## src/core/lspseq_pkg.sv

```systemverilog
// constants and state type for the led string protection sequencer
package lspseq_pkg;
  // system clock rate
  localparam int CLK_SYS_HZ        = 40000000;
  // open-string persistence before forced dimming, in ns
  localparam int FORCE_DIM_TIME_NS = 5000;
  localparam int FORCE_DIM_CYCLES  = (FORCE_DIM_TIME_NS * (CLK_SYS_HZ / 1000000) + 999) / 1000;
  // over-current delay before gate shutdown, in ns
  localparam int OCP_DELAY_TIME_NS = 1000;
  localparam int OCP_DELAY_CYCLES  = (OCP_DELAY_TIME_NS * (CLK_SYS_HZ / 1000000) + 999) / 1000;
  // counts in boost oscillator periods
  localparam int BLANK_OSC_PERIODS = 8192;
  localparam int AUTO_RESTART_PERIODS = 128;
  // counter widths
  localparam int US_CNT_W          = 8;
  localparam int OSC_CNT_W         = 14;
  // over-current sequence states
  typedef enum logic [2:0] {
    OC_RUN   = 3'b001,
    OC_DELAY = 3'b010,
    OC_OFF   = 3'b100
  } lspseq_oc_state_t;
endpackage

```

## src/core/lspseq_sync.sv

```systemverilog
// three-stage synchroniser with agreement filter
`timescale 1ns/100ps
module lspseq_sync (
  // clock and reset
  input  wire logic clk,
  input  wire logic rst,
  // async level in, filtered level out
  input  wire logic din,
  output logic      dout
);
  logic s1;
  logic s2;
  logic s3;

  always_ff @(posedge clk or posedge rst) begin
    if (rst) begin
      s1   <= 1'b0;
      s2   <= 1'b0;
      s3   <= 1'b0;
      dout <= 1'b0;
    end else begin
      s1 <= din;
      s2 <= s1;
      s3 <= s2;
      // change only once stages two and three agree
      if (s2 == s3) begin
        dout <= s3;
      end
    end
  end
endmodule

```

## src/core/lspseq_top.sv

```systemverilog
// protection sequencer for a single-string led boost driver
`timescale 1ns/100ps
module lspseq_top (
  // clock and reset
  input  wire logic CLK_SYS,
  input  wire logic RST,
  // enable and supply comparators
  input  wire logic CHIP_ENABLE_INPUT,
  input  wire logic SUPPLY_OK,
  // dimming and oscillator
  input  wire logic PULSE_DIMMING_INPUT,
  input  wire logic OSC_TICK,
  // comparator results
  input  wire logic FB_BELOW_OPEN,
  input  wire logic OV_TRIP_ABOVE,
  input  wire logic OV_RELEASE_BELOW,
  input  wire logic LED_OVERCURRENT_PROTECT,
  // switch drive
  output logic      BOOST_GATE_EN,
  output logic      DIM_GATE_EN,
  output logic      ERRAMP_CONNECT,
  // fault pin, open drain
  output logic      FAULT_O,
  output logic      FAULT_OE,
  // status
  output logic      OUTPUT_OVERVOLTAGE_PROTECT,
  output logic      OPEN_FAULT
);
  ////////////////////////////////////////////////////////////////////////
  logic en_s, sup_s, dim_s, osc_s, fbl_s, ovt_s, ovr_s, oc_s;
  lspseq_sync u_en  (.clk(CLK_SYS), .rst(RST), .din(CHIP_ENABLE_INPUT),       .dout(en_s));
  lspseq_sync u_sup (.clk(CLK_SYS), .rst(RST), .din(SUPPLY_OK),               .dout(sup_s));
  lspseq_sync u_dim (.clk(CLK_SYS), .rst(RST), .din(PULSE_DIMMING_INPUT),     .dout(dim_s));
  lspseq_sync u_osc (.clk(CLK_SYS), .rst(RST), .din(OSC_TICK),                .dout(osc_s));
  lspseq_sync u_fbl (.clk(CLK_SYS), .rst(RST), .din(FB_BELOW_OPEN),           .dout(fbl_s));
  lspseq_sync u_ovt (.clk(CLK_SYS), .rst(RST), .din(OV_TRIP_ABOVE),           .dout(ovt_s));
  lspseq_sync u_ovr (.clk(CLK_SYS), .rst(RST), .din(OV_RELEASE_BELOW),        .dout(ovr_s));
  lspseq_sync u_oc  (.clk(CLK_SYS), .rst(RST), .din(LED_OVERCURRENT_PROTECT), .dout(oc_s));

  ////////////////////////////////////////////////////////////////////////
  logic osc_d;
  logic armed;
  logic force_dim;
  logic fault;
  logic ov;
  logic [lspseq_pkg::US_CNT_W-1:0]  open_us_cnt;
  logic [lspseq_pkg::OSC_CNT_W-1:0] blank_cnt;
  logic [lspseq_pkg::US_CNT_W-1:0]  oc_dly_cnt;
  logic [lspseq_pkg::OSC_CNT_W-1:0] ar_cnt;
  lspseq_pkg::lspseq_oc_state_t oc_state;
  lspseq_pkg::lspseq_oc_state_t next_oc_state;

  wire run        = en_s & sup_s;
  wire osc_edge   = osc_s & ~osc_d;
  wire eff_dim    = dim_s | force_dim;
  // over-voltage masks the open check so it always acts first
  wire open_cond  = run & armed & eff_dim & fbl_s & ~ov;
  wire us_done    = open_us_cnt == lspseq_pkg::US_CNT_W'(lspseq_pkg::FORCE_DIM_CYCLES);
  wire blank_done = blank_cnt == lspseq_pkg::OSC_CNT_W'(lspseq_pkg::BLANK_OSC_PERIODS - 1);
  wire oc_dly_done = oc_dly_cnt == lspseq_pkg::US_CNT_W'(lspseq_pkg::OCP_DELAY_CYCLES - 1);
  wire ar_done    = ar_cnt == lspseq_pkg::OSC_CNT_W'(lspseq_pkg::AUTO_RESTART_PERIODS - 1);
  wire oc_off     = oc_state == lspseq_pkg::OC_OFF;
  wire gates_on   = run & eff_dim & ~ov & ~oc_off;

  ////////////////////////////////////////////////////////////////////////
  always_ff @(posedge CLK_SYS or posedge RST) begin
    if (RST) begin
      osc_d <= 1'b0;
    end else begin
      osc_d <= osc_s;
    end
  end

  always_ff @(posedge CLK_SYS or posedge RST) begin
    if (RST) begin
      armed <= 1'b0;
    end else if (!run) begin
      armed <= 1'b0;
    end else if (dim_s) begin
      armed <= 1'b1;
    end
  end

  always_ff @(posedge CLK_SYS or posedge RST) begin
    if (RST) begin
      open_us_cnt <= '0;
      force_dim   <= 1'b0;
    end else if (!open_cond) begin
      open_us_cnt <= '0;
      force_dim   <= 1'b0;
    end else if (!us_done) begin
      open_us_cnt <= open_us_cnt + 1'b1;
    end else begin
      force_dim <= 1'b1;
    end
  end

  // blanking counts only while the open condition holds
  always_ff @(posedge CLK_SYS or posedge RST) begin
    if (RST) begin
      blank_cnt <= '0;
      fault     <= 1'b0;
    end else if (!run) begin
      blank_cnt <= '0;
      fault     <= 1'b0;
    end else if (!open_cond) begin
      blank_cnt <= '0;
    end else if (osc_edge) begin
      if (blank_done) begin
        fault <= 1'b1;
      end else begin
        blank_cnt <= blank_cnt + 1'b1;
      end
    end
  end

  always_ff @(posedge CLK_SYS or posedge RST) begin
    if (RST) begin
      ov <= 1'b0;
    end else if (!run) begin
      ov <= 1'b0;
    end else if (ovt_s) begin
      ov <= 1'b1;
    end else if (ovr_s) begin
      ov <= 1'b0;
    end
  end

  ////////////////////////////////////////////////////////////////////////
  // threshold clamp of four times dimming level lives in the comparator
  always_comb begin
    next_oc_state = oc_state;
    unique case (oc_state)
      lspseq_pkg::OC_RUN: begin
        if (oc_s) next_oc_state = lspseq_pkg::OC_DELAY;
      end
      lspseq_pkg::OC_DELAY: begin
        if (oc_dly_done) next_oc_state = lspseq_pkg::OC_OFF;
      end
      lspseq_pkg::OC_OFF: begin
        if (osc_edge && ar_done) next_oc_state = lspseq_pkg::OC_RUN;
      end
      default: next_oc_state = lspseq_pkg::OC_RUN;
    endcase
    if (!run) next_oc_state = lspseq_pkg::OC_RUN;
  end

  always_ff @(posedge CLK_SYS or posedge RST) begin
    if (RST) begin
      oc_state   <= lspseq_pkg::OC_RUN;
      oc_dly_cnt <= '0;
      ar_cnt     <= '0;
    end else begin
      oc_state   <= next_oc_state;
      oc_dly_cnt <= (oc_state == lspseq_pkg::OC_DELAY) ? oc_dly_cnt + 1'b1 : '0;
      if (!oc_off) begin
        ar_cnt <= '0;
      end else if (osc_edge) begin
        ar_cnt <= ar_cnt + 1'b1;
      end
    end
  end

  ////////////////////////////////////////////////////////////////////////
  always_ff @(posedge CLK_SYS or posedge RST) begin
    if (RST) begin
      BOOST_GATE_EN  <= 1'b0;
      DIM_GATE_EN    <= 1'b0;
      ERRAMP_CONNECT <= 1'b0;
      FAULT_OE       <= 1'b1;
    end else begin
      BOOST_GATE_EN  <= gates_on;
      DIM_GATE_EN    <= gates_on;
      ERRAMP_CONNECT <= gates_on;
      FAULT_OE       <= ~fault;
    end
  end

  // pin only pulls low; pull-up gives the high level, system acts on it
  assign FAULT_O = 1'b0;
  assign OUTPUT_OVERVOLTAGE_PROTECT = ov;
  assign OPEN_FAULT = fault;

  // independent run length of the open condition, saturating, for a_force
  logic [lspseq_pkg::US_CNT_W-1:0] open_run;
  always_ff @(posedge CLK_SYS or posedge RST) begin
    if (RST) begin
      open_run <= '0;
    end else if (!open_cond) begin
      open_run <= '0;
    end else if (open_run != '1) begin
      open_run <= open_run + 1'b1;
    end
  end
endmodule

```

## config.mk

```make
export PLATFORM = sky130hd
export DESIGN_NAME = lspseq_top
export DESIGN_NICKNAME = d
export VERILOG_FILES = /design/src/core/lspseq_pkg.sv /design/src/core/lspseq_sync.sv /design/src/core/lspseq_top.sv
export SDC_FILE = /design/constraint.sdc
export NUM_CORES = 1
export LEC_CHECK = 0
export BUFFER_PORTS_ARGS = -buffer_cell sky130_fd_sc_hd__buf_2
export CAP_MARGIN = 20
export CORE_MARGIN = 1
export CORE_UTILIZATION = 60
export CTS_CLUSTER_DIAMETER = 80
export DETAILED_ROUTE_END_ITERATION = 10
export GPL_TIMING_DRIVEN = 0
export PLACE_DENSITY = 0.78
export RECOVER_POWER = 100
export SLEW_MARGIN = 30
export SYNTH_ARGS = -nofsm -noshare
export SYNTH_HDL_FRONTEND = slang
export SYNTH_SLANG_ARGS = --single-unit
```

## constraint.sdc

```tcl
create_clock -name CLK_SYS -period 2.6 [get_ports CLK_SYS]
set_input_delay 0.13 -clock CLK_SYS [delete_from_list [all_inputs] [get_ports CLK_SYS]]
set_output_delay 0.13 -clock CLK_SYS [all_outputs]
set_load 0.02 [all_outputs]
```

==> results.py <==
metrics = {
    "run_status": {
        "outcome": "completed",
    },
    "clock_network": {
        "cts_sinks": 86,
        "cts_tree": "done",
        "numCtsBuffers": 9,
        "cts-root-buf": "clkbuf_8",
        "cts.reportedPaths.clkPinSlew_ps": 80,
        "cts_setup_buffers": 0,
        "htreeDepth": 3,
        "clkLatencyLatePin_ps": 350,
        "clock_path_buffers": 2,
    },
    "layout": {
        "final_util_pct": 71.9,
        "n_antenna_cell": 0,
        "area_growth_pct": 12.7,
        "nets": 369,
        "layout-drive-gt1-share_pct": 11.1,
        "final_cells": 431,
        "fillers": 413,
    },
    "timing": {
        "finalMaxSlewViolations": 0,
        "worst_slew_pin_slew_ps": 1410,
        "timing.hold.ws_ps": 352,
        "rsz0062_at_grt": "false",
        "max_freq_mhz": 475,
        "finalHoldViolations": 0,
        "finalSetupViolCount": 0,
        "skew_ps": 9.41,
        "min_period_ps": 2110,
        "period_share_pct": 81.0,
        "slew_headroom_pct": 5.55,
    },
    "min_path": {
        "hp-start": "u_oc.s1",
        "hold_path.class": "register to register",
    },
    "synth": {
        "synthTopCellsByArea": "dfrtp_1, nor2_1, xnor2_1",
        "ys.flop_type": "dfrtp_1",
        "ys_warn_count": 0,
        "synth_edf_count": 0,
        "postSynthCellCount": 318,
        "synth-xor-area-share_pct": 5.11,
        "synth_fa_ha_area_share_pct": 3.96,
        "synth_nets": 333,
        "synth_compound_area_share_pct": 8.48,
        "synth_area_um2": 3600,
        "yosysSeqAreaShare_pct": 59.9,
        "synthMuxAreaShare_pct": 0.278,
        "async_flop_share_pct": 100,
        "synth_top_family_by_area": "simple AND/OR/NAND/NOR gates",
        "synth-simple-area-share_pct": 19.5,
        "ys_seq_elements": 86,
        "post-synth-top-area-cell": "dfrtp_1",
        "ys_types": 49,
        "syn_area_per_cell_um2": 11.3,
        "synth.top_cell.area_share_pct": 58.4,
    },
    "detailed_routing": {
        "drc": 0,
        "first_pass_iters": 4,
        "routed_wl_mm": 6.17,
        "dr_total_vias": 2498,
        "drtIter0Drc": 176,
        "routed_via_density": 5.80,
        "wl_per_cell_um": 14.3,
        "ant_nets": 0,
    },
    "pwr": {
        "irDropWorstVdd_v": 0.000521,
        "p_int_uw": 1990,
        "pwr-share-comb_pct": 4.5,
        "power_density_nw_per_um2": 628,
        "p_sw_uw": 557,
        "power.share.clock_pct": 40.4,
        "seqPwrFrac_pct": 55.2,
        "power_leakage_uw": 0.00165,
        "switching_share_pct": 21.8,
    },
    "critical_path": {
        "rr_worst_depth": 5,
        "regToRegEndpoint": "blank_cnt[2]",
        "start_kind": "register",
        "reg2reg_from": "blank_cnt[4]",
        "critPathKind": "register to register",
        "crit_arrival_ps": 2380,
        "worstSetupEndpointType": "register",
        "startpoint": "blank_cnt[4]",
        "cp_slowest_stage_delay_ps": 490,
        "critical_path_required_ps": 2880,
        "cp_max_fo": 10,
        "slowest_stage": "nor4_4",
        "setup.worst_path.end": "blank_cnt[2]",
        "rrSetupSlack_ps": 490,
        "crit_chain": "nand4_1 -> nor4_4 -> clkbuf_1 -> and4b_1 -> nor3_2",
    },
    "floorplanning": {
        "core_um2": 5640,
        "start_util_pct": 63.8,
        "fp.dieH_um": 79.5,
        "row_count": 27,
        "die_w_um": 79.5,
        "io_pins": 17,
        "dieArea_um2": 6310,
    },
    "job": {
        "cap_violations": 0,
    },
    "place": {
        "dpl.hpwl_mm": 4.05,
        "dpl.cell_count": 406,
        "port-buffer-count": 15,
        "gp_congestion": 0.835,
    },
    "grt": {
        "grtUsageTotal_pct": 23.0,
        "first_global_vias": 2392,
        "antenna_found_initial": 0,
        "grt_max_degree": 54,
        "grt_pass1_wl_mm": 10.8,
        "grt.overflow.total": 0,
    },
}
[cell usage in the layout (no fill, tap or decap), types with 2 or more instances in the layout]
master,Yosys,routed
o211ai_1,3,3
a21oi_1,16,16
o311ai_0,3,3
xnor2_1,13,13
dfrtp_1,84,84
or3_2,3,3
and3_1,4,4
o31ai_1,5,5
clkbuf_8,0,10
a31oi_1,2,2
nand2b_1,3,3
nor3_1,13,13
nor2_1,35,35
nand4b_1,3,3
ha_1,5,5
nand3_1,14,14
or4_1,5,5
nor4_1,4,4
nand4_1,5,6
nand3b_1,2,2
or3_1,7,7
a211oi_1,2,2
buf_2,3,10
inv_1,10,9
nand2_1,17,17
o41ai_1,3,3
nor4b_1,2,2
o21ai_0,10,11
xor2_1,8,8
buf_4,3,3
bufinv_16,0,2
maj3_1,8,8
clkbuf_1,3,13
dlygate4sd3_1,0,9
clkinv_4,0,2
[flip-flops by register name (all words and copies together), names as in the netlist, 3 cells and up]
signal / cells
ar_cnt: 14
blank_cnt: 14
oc_dly_cnt: 8
open_us_cnt: 8
oc_state: 3
[area by class of cell]
type                            count  area, µm²  area share, %
Buffer                             10       50.0           1.23
Clock buffer                       11        141           3.49
Clock inverter                      5       82.6           2.04
Inverter                           10       38.8          0.956
Multi-Input combinational cell    212       1330           32.9
Sequential cell                    86       2150           53.1
Tap cell                           72       90.1           2.22
Timing Repair Buffer               25        165           4.07
[cell families after synthesis]
group / Yosys count
XOR/XNOR: 21
multiplexers: 1
flip-flops: 86
buffers and inverters: 20
AND/OR/NAND/NOR: 127
AO/OA/AOI/OAI: 49
adder cells (fa/ha/maj): 13
other: 1
[per-stage QoR]
stage               setup TNS (ps)  worst slack [ps]  total power (µW)  area (µm²)
floorplan                        0               251              1500        3600
global placement            -55060              -659              1530        3760
detailed placement               0               634              1550        3800
CTS                              0               639              2580        4110
global route                     0               235              2650        4060
finish                           0               495              2550        4060
[synthesized netlist by cell type (all sizes together), types with 3 or more instances]
cell type,count
nor2,35
o311ai,3
xnor2,13
nand4,6
maj3,8
nand4b,3
xor2,8
nand2b,3
inv,10
o31ai,5
o21ai,12
nand3,14
clkbuf,3
nor4,5
o41ai,3
or4,5
ha,5
a21oi,16
buf,7
or3,10
nand2,17
dfrtp,84
o211ai,3
and3,4
nor3,14
[critical path, delay by kind of cell (launching register included)]
family	cells	cell delay (ps)
DFF	1	450
and+or+nand+nor	4	1150
buffers and inverters	1	430
[layer usage]
metal  vias up  part of all wire, %  GRT usage [%]
li1       1204                    -              -
met1      1253                   47           30.7
met2        32                   49           35.5
met3         9                  2.5           4.57
met4         0                  1.4           12.4
met5         -                    0              0
[worst min path at each step]
stage / endpoint / depth (start not counted)
final: u_oc.s2 / 0
after CTS: oc_state[2] / 3
after global routing: u_oc.s2 / 0
after floorplan: u_dim.s1 / 0
after detailed placement: oc_dly_cnt[0] / 2
after global placement: u_osc.s1 / 1
[power by group through the flow]
stage | Sequential (µW) | Combinational [µW] | Clock (µW)
floorplan | 1430 | 75.4 | 0
global placement | 1430 | 104 | 0
detailed placement | 1430 | 114 | 0
CTS | 1410 | 124 | 1050
global route | 1410 | 129 | 1100
finish | 1410 | 114 | 1030
[timing repair]
action | 4_1_cts | 5_1_grt
hold buffers | 9 | 0
resized for setup | 0 | 0
endpoints found under the hold margin | 39 | 0
Note: power is estimated with default switching activity, not from simulation.
